--- src/hw/trig_ctx_params.svh ---
// Constants for the trigger context qualifier: address, field positions, reset value.
// Assumes inclusion by bare name from every file that decodes or packs the register.
`ifndef TRIG_CTX_PARAMS_SVH
`define TRIG_CTX_PARAMS_SVH

// Register number of the third trigger data slot.
`define CTXQ_ADDR 12'h7A3
// Trigger types that carry the qualifier in the third data slot.
`define CTXQ_TYPE_LO 4'h2
`define CTXQ_TYPE_HI 4'h6
// Reset value of every field.
`define CTXQ_RESET 64'h0
// Field positions in the 32-bit view.
`define V32_MHVAL_HI 31
`define V32_MHVAL_LO 26
`define V32_MHSEL_HI 25
`define V32_MHSEL_LO 23
`define V32_MASK_HI 19
`define V32_MASK_LO 18
`define V32_SVAL_HI 17
`define V32_SVAL_LO 2
`define V32_SSEL_HI 1
`define V32_SSEL_LO 0
// Field positions in the 64-bit view.
`define V64_MHVAL_HI 63
`define V64_MHVAL_LO 51
`define V64_MHSEL_HI 50
`define V64_MHSEL_LO 48
`define V64_MASK_HI 39
`define V64_MASK_LO 36
`define V64_SVAL_HI 33
`define V64_SVAL_LO 2
`define V64_SSEL_HI 1
`define V64_SSEL_LO 0
// Largest widths of the stored fields and of the hart's identifiers.
`define MHVAL_W 13
`define SVAL_W 32
`define MHCTX_W 14
`define VMID_MAX_W 14
`define ASID_MAX_W 16

`endif

--- src/hw/trig_ctx_pkg.sv ---
// Types shared by the trigger context qualifier modules.
// Assumes trig_ctx_params.svh is on the include path.
`include "trig_ctx_params.svh"
package trig_ctx_pkg;
    // One trigger's stored qualification fields, always in 64-bit layout widths.
    typedef struct packed {
        logic [`MHVAL_W-1:0] mh_value;
        logic [2:0] mh_select;
        logic [3:0] byte_mask;
        logic [`SVAL_W-1:0] s_value;
        logic [1:0] s_select;
    } ctx_entry_t;

    // Machine/hypervisor select encodings.
    typedef enum logic [2:0] {
        MH_IGNORE = 3'h0,
        MH_CTX_LOW = 3'h1,
        MH_VMID_LOW = 3'h2,
        MH_RSVD_LOW = 3'h3,
        MH_CTX_FULL = 3'h4,
        MH_CTX_HIGH = 3'h5,
        MH_VMID_HIGH = 3'h6,
        MH_RSVD_HIGH = 3'h7
    } mh_select_t;

    // Supervisor select encodings.
    typedef enum logic [1:0] {
        S_IGNORE = 2'h0,
        S_CONTEXT = 2'h1,
        S_SPACE_ID = 2'h2,
        S_RSVD = 2'h3
    } s_select_t;
endpackage : trig_ctx_pkg

--- src/hw/ctx_if.sv ---
// Hart context bundle carried from the top module to the per-trigger comparators.
// Assumes one driver (the top) and any number of readers on the same clock.
`timescale 1ns/1ns
`include "trig_ctx_params.svh"
interface ctx_if;
    logic [`MHCTX_W-1:0] mh_context;
    logic [`SVAL_W-1:0] s_context;
    logic [`VMID_MAX_W-1:0] vm_id;
    logic [`ASID_MAX_W-1:0] space_id;

    modport src (output mh_context, output s_context, output vm_id, output space_id);
    modport sink (input mh_context, input s_context, input vm_id, input space_id);
endinterface : ctx_if

--- src/hw/ctx_legalize.sv ---
// Turns a register write in either view into legal stored fields.
// Assumes the caller only uses the result on a decoded write.
`timescale 1ns/1ns
`include "trig_ctx_params.svh"
module ctx_legalize
    import trig_ctx_pkg::*;
#(
    parameter int MHVAL_BITS = 13,
    parameter int SVAL_BITS = 32,
    parameter bit HAS_H = 1'b1,
    parameter bit HAS_S = 1'b1
) (
    input wire logic [63:0] wdata,
    input wire logic wide_view,
    output ctx_entry_t entry
);
    localparam logic [`MHVAL_W-1:0] MH_KEEP = `MHVAL_W'((1 << MHVAL_BITS) - 1);
    localparam logic [`SVAL_W-1:0] S_KEEP = `SVAL_W'((64'h1 << SVAL_BITS) - 64'h1);

    ctx_entry_t raw;

    // Unpack the chosen view; the narrow view zeroes the upper field bits.
    always_comb begin
        raw = '0;
        if (wide_view) begin
            raw.mh_value = wdata[`V64_MHVAL_HI:`V64_MHVAL_LO];
            raw.mh_select = wdata[`V64_MHSEL_HI:`V64_MHSEL_LO];
            raw.byte_mask = wdata[`V64_MASK_HI:`V64_MASK_LO];
            raw.s_value = wdata[`V64_SVAL_HI:`V64_SVAL_LO];
            raw.s_select = wdata[`V64_SSEL_HI:`V64_SSEL_LO];
        end else begin
            raw.mh_value = {7'h00, wdata[`V32_MHVAL_HI:`V32_MHVAL_LO]};
            raw.mh_select = wdata[`V32_MHSEL_HI:`V32_MHSEL_LO];
            raw.byte_mask = {2'h0, wdata[`V32_MASK_HI:`V32_MASK_LO]};
            raw.s_value = {16'h0000, wdata[`V32_SVAL_HI:`V32_SVAL_LO]};
            raw.s_select = wdata[`V32_SSEL_HI:`V32_SSEL_LO];
        end
    end

    // Keep only supported values; unsupported selects fall back to ignore, unsupported value bits clear to zero.
    always_comb begin
        entry = raw;
        entry.mh_value = raw.mh_value & MH_KEEP;
        entry.s_value = raw.s_value & S_KEEP;
        if (raw.mh_select == MH_RSVD_LOW || raw.mh_select == MH_RSVD_HIGH) begin
            entry.mh_select = MH_IGNORE;
        end else if (!HAS_H && raw.mh_select != MH_CTX_FULL) begin
            entry.mh_select = MH_IGNORE;
        end
        if (raw.s_select == S_RSVD) begin
            entry.s_select = S_IGNORE;
        end
        if (!HAS_S) begin
            entry.s_value = '0;
            entry.s_select = S_IGNORE;
        end
    end
endmodule : ctx_legalize

--- src/hw/ctx_match.sv ---
// Evaluates one trigger's context qualification against the hart's context.
// Assumes the context bundle is stable on the same clock as the stored fields.
`timescale 1ns/1ns
`include "trig_ctx_params.svh"
module ctx_match
    import trig_ctx_pkg::*;
#(
    parameter int VMID_BITS = 14,
    parameter int ASID_BITS = 16
) (
    ctx_if.sink ctx,
    input ctx_entry_t entry,
    output logic ok
);
    localparam logic [`VMID_MAX_W-1:0] VM_KEEP = `VMID_MAX_W'((1 << VMID_BITS) - 1);
    localparam logic [`ASID_MAX_W-1:0] AS_KEEP = `ASID_MAX_W'((1 << ASID_BITS) - 1);

    logic mh_ok;
    logic s_ok;
    logic [`MHCTX_W-1:0] mh_cat;
    logic [3:0] byte_eq;

    assign mh_cat = {entry.mh_value, entry.mh_select[2]};

    // Per-byte supervisor context comparison, each byte excused by its mask bit.
    for (genvar b = 0; b < 4; b++) begin : g_byte
        assign byte_eq[b] = entry.byte_mask[b] ||
            (ctx.s_context[8*b+:8] == entry.s_value[8*b+:8]);
    end

    // Machine/hypervisor comparison, applied in every privilege mode.
    always_comb begin
        case (entry.mh_select)
            MH_CTX_FULL: mh_ok = ctx.mh_context[`MHVAL_W-1:0] == entry.mh_value;
            MH_CTX_LOW, MH_CTX_HIGH: mh_ok = ctx.mh_context == mh_cat;
            MH_VMID_LOW, MH_VMID_HIGH: mh_ok =
                (ctx.vm_id & VM_KEEP) == (mh_cat & VM_KEEP);
            default: mh_ok = 1'b1;
        endcase
    end

    // Supervisor comparison; the mask only matters for the context select.
    always_comb begin
        case (entry.s_select)
            S_CONTEXT: s_ok = &byte_eq;
            S_SPACE_ID: s_ok =
                (ctx.space_id & AS_KEEP) == (entry.s_value[`ASID_MAX_W-1:0] & AS_KEEP);
            default: s_ok = 1'b1;
        endcase
    end

    assign ok = mh_ok && s_ok;
endmodule : ctx_match

--- src/hw/trigger_context_filter.sv ---
// Top of the trigger context qualifier: per-trigger storage, register port and match outputs.
// Assumes the register port and hart context come from logic on clk, and that the
// trigger index and selected trigger type are provided by the surrounding trigger unit.
//
// Strobed register access was chosen for this implementation.
`timescale 1ns/1ns
`include "trig_ctx_params.svh"

// Notes on behaviour
// - 32-bit view in third slot, types 2..6
// - 64-bit view there when hart is wide
// - narrow write clears upper field bits
// - storage unchanged when hart width changes
// - optional bits may be tied to zero
// - select 0 ignores, 4 compares low context
// - selects 1,5 append select bit two
// - selects 2,6 compare VM ID low bits
// - 3,7 reserved; without hypervisor only 0,4
// - supervisor select 0 ignores, 1 compares
// - select 2 compares space ID by mode
// - mask bits 0,1 drop bytes 0,1
// - mask bits 2,3 drop bytes 2,3
// - mask applies only for context select
// - filters apply in every privilege mode
// - supervisor value and select zero without supervisor mode; byte mask kept
// - one copy per trigger, reset zero
// - trigger matches only when all conditions hold
module trigger_context_filter
    import trig_ctx_pkg::*;
#(
    parameter int NUM_TRIG = 4,
    parameter int MHVAL_BITS = 13,
    parameter int SVAL_BITS = 32,
    parameter int VMID_BITS = 14,
    parameter int ASID_BITS = 16,
    parameter bit HAS_H = 1'b1,
    parameter bit HAS_S = 1'b1
) (
    input wire logic clk,
    input wire logic rst_n,
    input wire logic [11:0] reg_addr,
    input wire logic [63:0] reg_wdata,
    input wire logic reg_wr,
    input wire logic reg_rd,
    output logic [63:0] reg_rdata,
    input wire logic [$clog2(NUM_TRIG)-1:0] trig_index,
    input wire logic [3:0] trig_type,
    input wire logic hart_wide,
    input wire logic [`MHCTX_W-1:0] mh_context,
    input wire logic [`SVAL_W-1:0] s_context,
    input wire logic [`VMID_MAX_W-1:0] guest_vm_id,
    input wire logic [`ASID_MAX_W-1:0] sup_space_id,
    input wire logic [`ASID_MAX_W-1:0] virt_space_id,
    input wire logic virt_mode,
    output logic [NUM_TRIG-1:0] ctx_ok
);
    localparam int IDX_W = $clog2(NUM_TRIG);

    // Refuse settings that the field layout or the index port cannot serve.
    if (NUM_TRIG < 2 || NUM_TRIG > 64) begin : g_bad_num
        $error("NUM_TRIG must lie in 2..64");
    end
    if (MHVAL_BITS < 6 || MHVAL_BITS > `MHVAL_W) begin : g_bad_mh
        $error("MHVAL_BITS must lie in 6..13");
    end
    if (SVAL_BITS < 16 || SVAL_BITS > `SVAL_W) begin : g_bad_s
        $error("SVAL_BITS must lie in 16..32");
    end
    if (VMID_BITS < 1 || VMID_BITS > `VMID_MAX_W) begin : g_bad_vm
        $error("VMID_BITS must lie in 1..14");
    end
    if (ASID_BITS < 1 || ASID_BITS > `ASID_MAX_W) begin : g_bad_as
        $error("ASID_BITS must lie in 1..16");
    end

    // Whole register state of the block.
    typedef struct packed {
        ctx_entry_t [NUM_TRIG-1:0] entry;
        logic [63:0] rdata;
        logic [NUM_TRIG-1:0] ok;
    } state_t;

    state_t state_r;
    state_t state_nxt;

    ctx_if ctx ();

    ctx_entry_t wr_entry;
    ctx_entry_t sel_entry;
    logic [NUM_TRIG-1:0] match_ok;
    logic slot_hit;
    logic index_valid;

    // True when the selected trigger type exposes the qualifier in its third slot.
    function automatic logic type_has_slot(input logic [3:0] t);
        type_has_slot = (t >= `CTXQ_TYPE_LO) && (t <= `CTXQ_TYPE_HI);
    endfunction : type_has_slot

    // Pack one stored entry into the view the hart currently uses.
    function automatic logic [63:0] pack_view(input ctx_entry_t e, input logic wide);
        logic [63:0] v;
        v = '0;
        if (wide) begin
            v[`V64_MHVAL_HI:`V64_MHVAL_LO] = e.mh_value;
            v[`V64_MHSEL_HI:`V64_MHSEL_LO] = e.mh_select;
            v[`V64_MASK_HI:`V64_MASK_LO] = e.byte_mask;
            v[`V64_SVAL_HI:`V64_SVAL_LO] = e.s_value;
            v[`V64_SSEL_HI:`V64_SSEL_LO] = e.s_select;
        end else begin
            v[`V32_MHVAL_HI:`V32_MHVAL_LO] = e.mh_value[5:0];
            v[`V32_MHSEL_HI:`V32_MHSEL_LO] = e.mh_select;
            v[`V32_MASK_HI:`V32_MASK_LO] = e.byte_mask[1:0];
            v[`V32_SVAL_HI:`V32_SVAL_LO] = e.s_value[15:0];
            v[`V32_SSEL_HI:`V32_SSEL_LO] = e.s_select;
        end
        pack_view = v;
    endfunction : pack_view

    // Hand the hart context to the comparators; the space ID follows the guest
    // translation while the hart runs in a virtual mode.
    assign ctx.mh_context = mh_context;
    assign ctx.s_context = s_context;
    assign ctx.vm_id = guest_vm_id;
    assign ctx.space_id = virt_mode ? virt_space_id : sup_space_id;

    // Decode of the register port; an index beyond the trigger count is unmapped.
    assign index_valid = 32'(trig_index) < NUM_TRIG;
    assign slot_hit = (reg_addr == `CTXQ_ADDR) && type_has_slot(trig_type) &&
        index_valid;
    assign sel_entry = index_valid ? state_r.entry[trig_index] : '0;

    // Turn the written word into legal fields for the view in use.
    ctx_legalize #(
        .MHVAL_BITS(MHVAL_BITS),
        .SVAL_BITS(SVAL_BITS),
        .HAS_H(HAS_H),
        .HAS_S(HAS_S)
    ) u_legalize (
        .wdata(reg_wdata),
        .wide_view(hart_wide),
        .entry(wr_entry)
    );

    // One comparator per trigger, each on its own stored fields.
    for (genvar i = 0; i < NUM_TRIG; i++) begin : g_match
        ctx_match #(
            .VMID_BITS(VMID_BITS),
            .ASID_BITS(ASID_BITS)
        ) u_match (
            .ctx(ctx.sink),
            .entry(state_r.entry[i]),
            .ok(match_ok[i])
        );
    end

    // Next-state: writes land in the selected trigger only, reads return the
    // selected trigger in the current view for exactly one cycle.
    always_comb begin
        state_nxt = state_r;
        state_nxt.rdata = '0;
        if (reg_wr && slot_hit) begin
            state_nxt.entry[trig_index] = wr_entry;
        end
        if (reg_rd && slot_hit) begin
            state_nxt.rdata = pack_view(sel_entry, hart_wide);
        end
        state_nxt.ok = match_ok;
    end

    // State register; every stored field starts at zero.
    always_ff @(posedge clk or negedge rst_n) begin
        if (!rst_n) begin
            state_r <= '0;
        end else begin
            state_r <= state_nxt;
        end
    end

    // Outputs come straight from the state register.
    assign reg_rdata = state_r.rdata;
    assign ctx_ok = state_r.ok;
endmodule : trigger_context_filter

--- config.mk ---
export PLATFORM = sky130hd
export DESIGN_NAME = trigger_context_filter
export DESIGN_NICKNAME = d
export VERILOG_FILES = /design/src/hw/trig_ctx_pkg.sv /design/src/hw/ctx_if.sv /design/src/hw/ctx_legalize.sv /design/src/hw/ctx_match.sv /design/src/hw/trigger_context_filter.sv
export VERILOG_INCLUDE_DIRS = /design/src /design/src/hw
export SDC_FILE = /design/constraint.sdc
export NUM_CORES = 1
export LEC_CHECK = 0
export BUFFER_PORTS_ARGS = -buffer_cell sky130_fd_sc_hd__buf_2
export CORE_MARGIN = 8
export CORE_UTILIZATION = 50
export CTS_CLUSTER_SIZE = 28
export DETAILED_ROUTE_END_ITERATION = 8
export GPL_ROUTABILITY_DRIVEN = 0
export PLACE_DENSITY = 0.81
export SYNTH_ARGS = -nofsm -noshare
export SYNTH_HDL_FRONTEND = slang
export SYNTH_SLANG_ARGS = --single-unit
--- constraint.sdc ---
create_clock -name clk -period 3.3 [get_ports clk]
set_clock_uncertainty 0.15 [all_clocks]
set_input_delay 0.495 -clock clk [delete_from_list [all_inputs] [get_ports clk]]
set_output_delay 0.495 -clock clk [all_outputs]
set_load 0.01 [all_outputs]
==> results of run 1 <==
-- timing repair --
item,in CTS,in global routing
setup endpoints to repair,0,0
hold endpoints to repair,80,0
hold buffers,1,0
buffers inserted,0,0
-- cells in the mapped netlist, types with 9 or more instances --
library cell  count  share of area, %
a21oi_1          21              0.66
and3_1           19              0.75
buf_2            13              0.41
buf_4            11              0.52
clkbuf_1         63               1.5
dfrtp_1         274                43
ha_1             14               1.1
inv_1            17              0.40
mux2_2           28               2.0
mux2_4           36               3.4
mux2i_1          90               5.7
mux4_2           54               7.7
nand2_1         188               4.4
nand3_1           9              0.28
nand4_1          30               1.2
nor2_1           15              0.35
nor2b_1          26               1.0
nor4_1           47               1.9
o21ai_0         152               4.8
xnor2_1          44               2.4
xor2_1          255                14
-- logic make-up after synthesis --
kind of cell    Yosys count
compound gates          190
other cells               1
simple gates            352
flops                   274
buf+inv                 116
fa+ha+maj                14
mux                     208
xor+xnor                299
-- routing by layer --
| layer | global-route usage [%] | wire length, µm |
|---|---|---|
| met3 | 4.23 | 3700 |
| met2 | 40.2 | 22400 |
| met5 | 0 | 24 |
| met4 | 9.62 | 1910 |
| met1 | 32.6 | 19600 |
-- layout make-up --
class | count | area, µm²
fillers | 2599 | 12900
multi-input cells | 1073 | 8520
flip-flops and latches | 274 | 6860
repair buffers | 271 | 1530
clock buffers | 45 | 898
well taps | 402 | 503
clock inverters | 8 | 67.6
inverters | 17 | 63.8
diodes | 4 | 10.0
-- layout by cell type, fill, tap and decap left out, drive strengths merged, types with 14 or more instances in the layout --
master	instances
o21ai	152
mux2i	90
mux2	64
ha	14
nand2	188
xnor2	44
nand4	30
dfrtp	274
mux4	54
and3	19
nor2b	26
nor4	47
clkbuf	45
nor2	15
a21oi	21
buf	270
xor2	255
inv	17
-- power breakdown --
| part | total, µW | switching, µW | internal (µW) | leakage [µW] |
|---|---|---|---|---|
| clock network | 3310 | 1370 | 1940 | 0.000478 |
| logic | 695 | 439 | 256 | 0.00485 |
| registers | 3360 | 1.31 | 3360 | 0.00381 |
-- flip-flops by register name (all words and copies together) (netlist names) --
register   cells
state_r      216
reg_rdata     54
ctx_ok         4
-- worst max path at each step --
stage                       from           to
floorplan           state_r[106]    ctx_ok[0]
global placement     reg_addr[3]  state_r[84]
detailed placement   reg_addr[3]  state_r[88]
CTS                 state_r[106]    ctx_ok[0]
global route        state_r[106]    ctx_ok[0]
finish              state_r[106]    ctx_ok[0]
-- worst max-delay path: cells and delay by family, from the launching register on --
| kind | cells | cell delay, ns |
|---|---|---|
| AND/OR/NAND/NOR | 2 | 0.80 |
| flip-flops | 1 | 0.41 |
| buffers and inverters | 2 | 0.39 |
| multiplexers | 1 | 0.30 |
| AO/OA/AOI/OAI | 1 | 0.21 |
| XOR/XNOR | 1 | 0.20 |
| adder cells (fa/ha/maj) | 1 | 0.16 |
-- metrics by stage --
stage | utilization (%) | total power (µW) | worst slack [ns] | instances | hold WS (ns)
detailed placement | 55.6 | 4100 | 0.306 | 2036 | 0.356
global route | 58.8 | 7600 | 0.540 | 2093 | 0.0664
CTS | 58.8 | 7420 | 0.633 | 2090 | 0.0530
global placement | 55.6 | 4090 | 0.337 | 2036 | 0.335
floorplan | - | 3760 | 0.647 | 1463 | 0.0494
finish | 58.8 | 7370 | 0.585 | 2094 | 0.0763
==> reports/metrics.yaml, run 1 <==
grt:
  grt_util_all_layers_pct: 24.7
  grt_pass1_wl_um: 74500
  grt_max_degree: 88
  grt_pass1_vias: 12900
  overflow: 0
  antenna_found_initial: 6
floorplanning:
  io_pins: 248
  die_area_um2: 37700
  initial_utilization_pct: 50.5
  core_area_um2: 31400
  die_h_um: 194
  rows: 65
  die_w_um: 194
critical_path:
  critPathCaptureType: "register"
  crit_path_start_kind: "register"
  slowest_delay_ns: 0.56
  rr_worst_depth: 8
  reg2reg_to: "ctx_ok[0]"
  path_class: "reg -> reg"
  cp.required_ns: 3.61
  cp_data_arrival_time_ns: 3.02
  path_cells: "inv_1, ha_1, buf_4, mux2i_1, xor2_1, nand4_1, or4_1, a22oi_1"
  r2r-start: "state_r[106]"
  r2r_slack_ns: 0.58
  path_max_fanout: 14
  crit_slowest_cell: "or4_1"
synth:
  synth-xor-area-share_pct: 16.5
  async_flop_share_pct: 100
  synthCells: 1454
  syn_avg_cell_area_um2: 10.9
  netlist-cell-type-count: 41
  yosys_warnings: 0
  synth_edf_count: 0
  muxShareOfSynthArea_pct: 18.7
  ys_ff_latch: 274
  yosys.area_share.adder_pct: 1.10
  synthSimpleGateAreaFrac_pct: 10.7
  synth_ff_type: "dfrtp_1"
  syn_area_um2: 15900
  seq_area_frac_synth_pct: 43.2
  synth_top_family_by_area: "multiplexers"
  synth_compound_area_share_pct: 6.30
timing:
  tns_ns: 0
  period_needed_ns: 2.72
  fin_crit_sh_pct: 82.3
  rsz0062_at_grt: "false"
  hold_viol_final: 0
  slew_headroom_pct: 50.9
  tightest_slew_ns: 0.736
  max_freq_mhz: 368
  setup_viol: 0
  slew_violations: 0
run:
  cap_violations: 0
cts:
  cts_tree: "yes"
  path_clk_slew_ns: 0.06
  cts-root-buf: "clkbuf_16"
  h-tree-depth: 1
  postCtsResizedCells: 0
  cts-buffers-inserted: 31
  cts_num_sinks: 274
  clk_path_buf_depth: 3
  insertion_delay_ns: 0.55
final_layout:
  final_area_um2: 18500
  area_growth_pct: 16.3
  nets: 1862
  final_layout_size_suffix_gt1_share_pct: 25.8
route:
  first_pass_iters: 7
  viasPerCell: 5.91
  drt_iter0_markers: 1244
  antenna_left: 0
  post-route-drc-count: 0
  wire_per_inst_um: 22.8
  vias: 12400
  wl_um: 47700
place:
  dp_hpwl_um: 35000
  port_buffers: 227
  post_dp_cell_area_um2: 17500
power:
  irDropWorstVdd_mv: 0.375
  p_leak_uw: 0.00914
  power.density_nw_per_um2: 399
worst_hold_path:
  hold_depth: 2
  min_from: "reg_wdata[8]"
  min_to: "state_r[76]"
  hp-class: "in -> reg"
outcome:
  status: "complete, no violations"
Note: power is estimated with default switching activity, not from simulation.
==> run 2, diff against run 1 <==
==> constraint.sdc (replaced) <==
create_clock -name clk -period 2.7 [get_ports clk]
set_clock_uncertainty 0.15 [all_clocks]
set_input_delay 0.405 -clock clk [delete_from_list [all_inputs] [get_ports clk]]
set_output_delay 0.405 -clock clk [all_outputs]
set_load 0.01 [all_outputs]
==> run 2 against run 1 <==
Against the previous run:
- maximum frequency is 5.5% higher
- critical path depth stayed put
- combinational power is 30% higher
- utilization is 2.1 points higher
- critical path type unchanged
- highest routed layer unchanged
==> reports/metrics.yaml, run 2 (synthesized netlist as in run 1, its figures left out) <==
route:
  antenna_left: 0
  wire_per_inst_um: 22.8
  first_pass_iters: 5
  wl_um: 48900
  vias: 12700
  post-route-drc-count: 0
  viasPerCell: 5.95
  drt_iter0_markers: 1145
power:
  p_leak_uw: 0.00944
  irDropWorstVdd_mv: 0.525
  power.density_nw_per_um2: 493
  total_power_uw: 9430
critical_path:
  rr_worst_depth: 8
  crit_slowest_cell: "or4_1"
  path_max_fanout: 14
  crit_path_start_kind: "register"
  slowest_delay_ns: 0.55
  critPathCaptureType: "register"
  path_class: "reg -> reg"
  path_cells: "inv_1, ha_1, buf_12, mux2i_2, xor2_1, nand4_1, or4_1, a22oi_2"
  cp_data_arrival_time_ns: 2.89
  cp.required_ns: 3.01
outcome:
  status: "complete, no violations"
place:
  port_buffers: 227
  dp_hpwl_um: 36000
  post_dp_cell_area_um2: 17800
grt:
  grt_pass1_wl_um: 76400
  antenna_found_initial: 8
  grt_pass1_vias: 13400
  grt_util_all_layers_pct: 25.4
  overflow: 0
  grt_max_degree: 82
cts:
  cts-root-buf: "clkbuf_16"
  path_clk_slew_ns: 0.06
  cts_tree: "yes"
  cts-buffers-inserted: 31
  cts_num_sinks: 274
  clk_path_buf_depth: 3
  insertion_delay_ns: 0.57
  h-tree-depth: 1
timing:
  setup_viol: 0
  rsz0062_at_grt: "false"
  slew_violations: 0
  slew_headroom_pct: 51.3
  period_needed_ns: 2.57
  fin_crit_sh_pct: 95.3
  hold_viol_final: 0
  tightest_slew_ns: 0.730
  max_freq_mhz: 389
run:
  cap_violations: 0
final_layout:
  final_layout_size_suffix_gt1_share_pct: 26.6
  seq_area_um2: 6860
  final_cell_mix: "dfrtp_1, xor2_1, buf_2"
  final_area_um2: 19100
  fill_cells: 2426
  nets: 1902
  regMostFlops: "state_r"
  multi_input_area_um2: 8530
  largest_register_ffs: 216
  final_common_cell: "dfrtp_1"
  area_growth_pct: 20.4
floorplanning:
  die_w_um: 194
  die_area_um2: 37700
  die_h_um: 194
  core_area_um2: 31400
  io_pins: 248
  initial_utilization_pct: 50.5
  rows: 65
worst_hold_path:
  hold_depth: 3
  hp-class: "in -> reg"
## run 2: layout make-up
class	instances	share of cell area, %
Sequential cell	274	35.9
Clock buffer	43	4.50
Multi-Input combinational cell	1073	44.7
Clock inverter	13	1.05
Timing Repair Buffer	311	10.9
Inverter	17	0.334
Tap cell	402	2.63
Antenna cell	6	0.0786
## run 2: report_power, final
| part | total [µW] | switching (µW) | internal, µW |
|---|---|---|---|
| Combinational | 904 | 549 | 355 |
| Clock | 4410 | 1720 | 2690 |
| Sequential | 4110 | 1.63 | 4110 |
| Total | 9430 | 2280 | 7150 |
## run 2: final timing paths
kind,to,from,slack (ns)
min in group asynchronous,reg_rdata[0],rst_n,0.21
max,ctx_ok[0],state_r[106],0.13
min reg2reg,state_r[266],state_r[266],0.36
min,state_r[88],reg_wdata[20],0.02
max in group asynchronous,reg_rdata[33],rst_n,1.49
max reg2reg,ctx_ok[0],state_r[106],0.13
## run 2: worst max-delay path, delay by kind of cell (launching register included)
kind / cells / cell delay [ns]
flip-flops: 1 / 0.40
AO/OA/AOI/OAI: 1 / 0.18
XOR/XNOR: 1 / 0.21
multiplexers: 1 / 0.27
adder cells (fa/ha/maj): 1 / 0.20
AND/OR/NAND/NOR: 2 / 0.78
buffers and inverters: 2 / 0.27
## run 2: per-stage QoR
| step | instances | utilization [%] | setup WS, ns | hold slack [ns] | setup TNS, ns |
|---|---|---|---|---|---|
| 2_1_floorplan | 1463 | - | 0.0473 | -0.0406 | 0 |
| 3_3_place_gp | 2058 | 56.8 | -0.0175 | 0.200 | -0.0654 |
| 3_5_place_dp | 2058 | 56.8 | -0.0294 | 0.201 | -0.101 |
| 4_1_cts | 2133 | 60.8 | 0.133 | 0.000217 | 0 |
| 5_1_grt | 2138 | 60.9 | 0.0424 | 0.0432 | 0 |
| 6_report | 2139 | 60.9 | 0.127 | 0.0200 | 0 |
## run 2: timing repair
| action | CTS | global route |
|---|---|---|
| gates resized for setup | 0 | 2 |
| hold buffers | 19 | 0 |
| hold endpoints to repair | 112 | 0 |
| buffers inserted | 0 | 0 |
| endpoints found under the setup margin | 0 | 1 |
## run 2: layer usage
layer  global-route usage, %  share of wire, %  vias to the layer above
met1                    32.4                40                     6288
met2                    40.7                46                      686
met4                    12.5               4.9                        4
li1                        -                 -                     5573
met3                    5.35               8.3                      167
met5                       0             0.059                        -
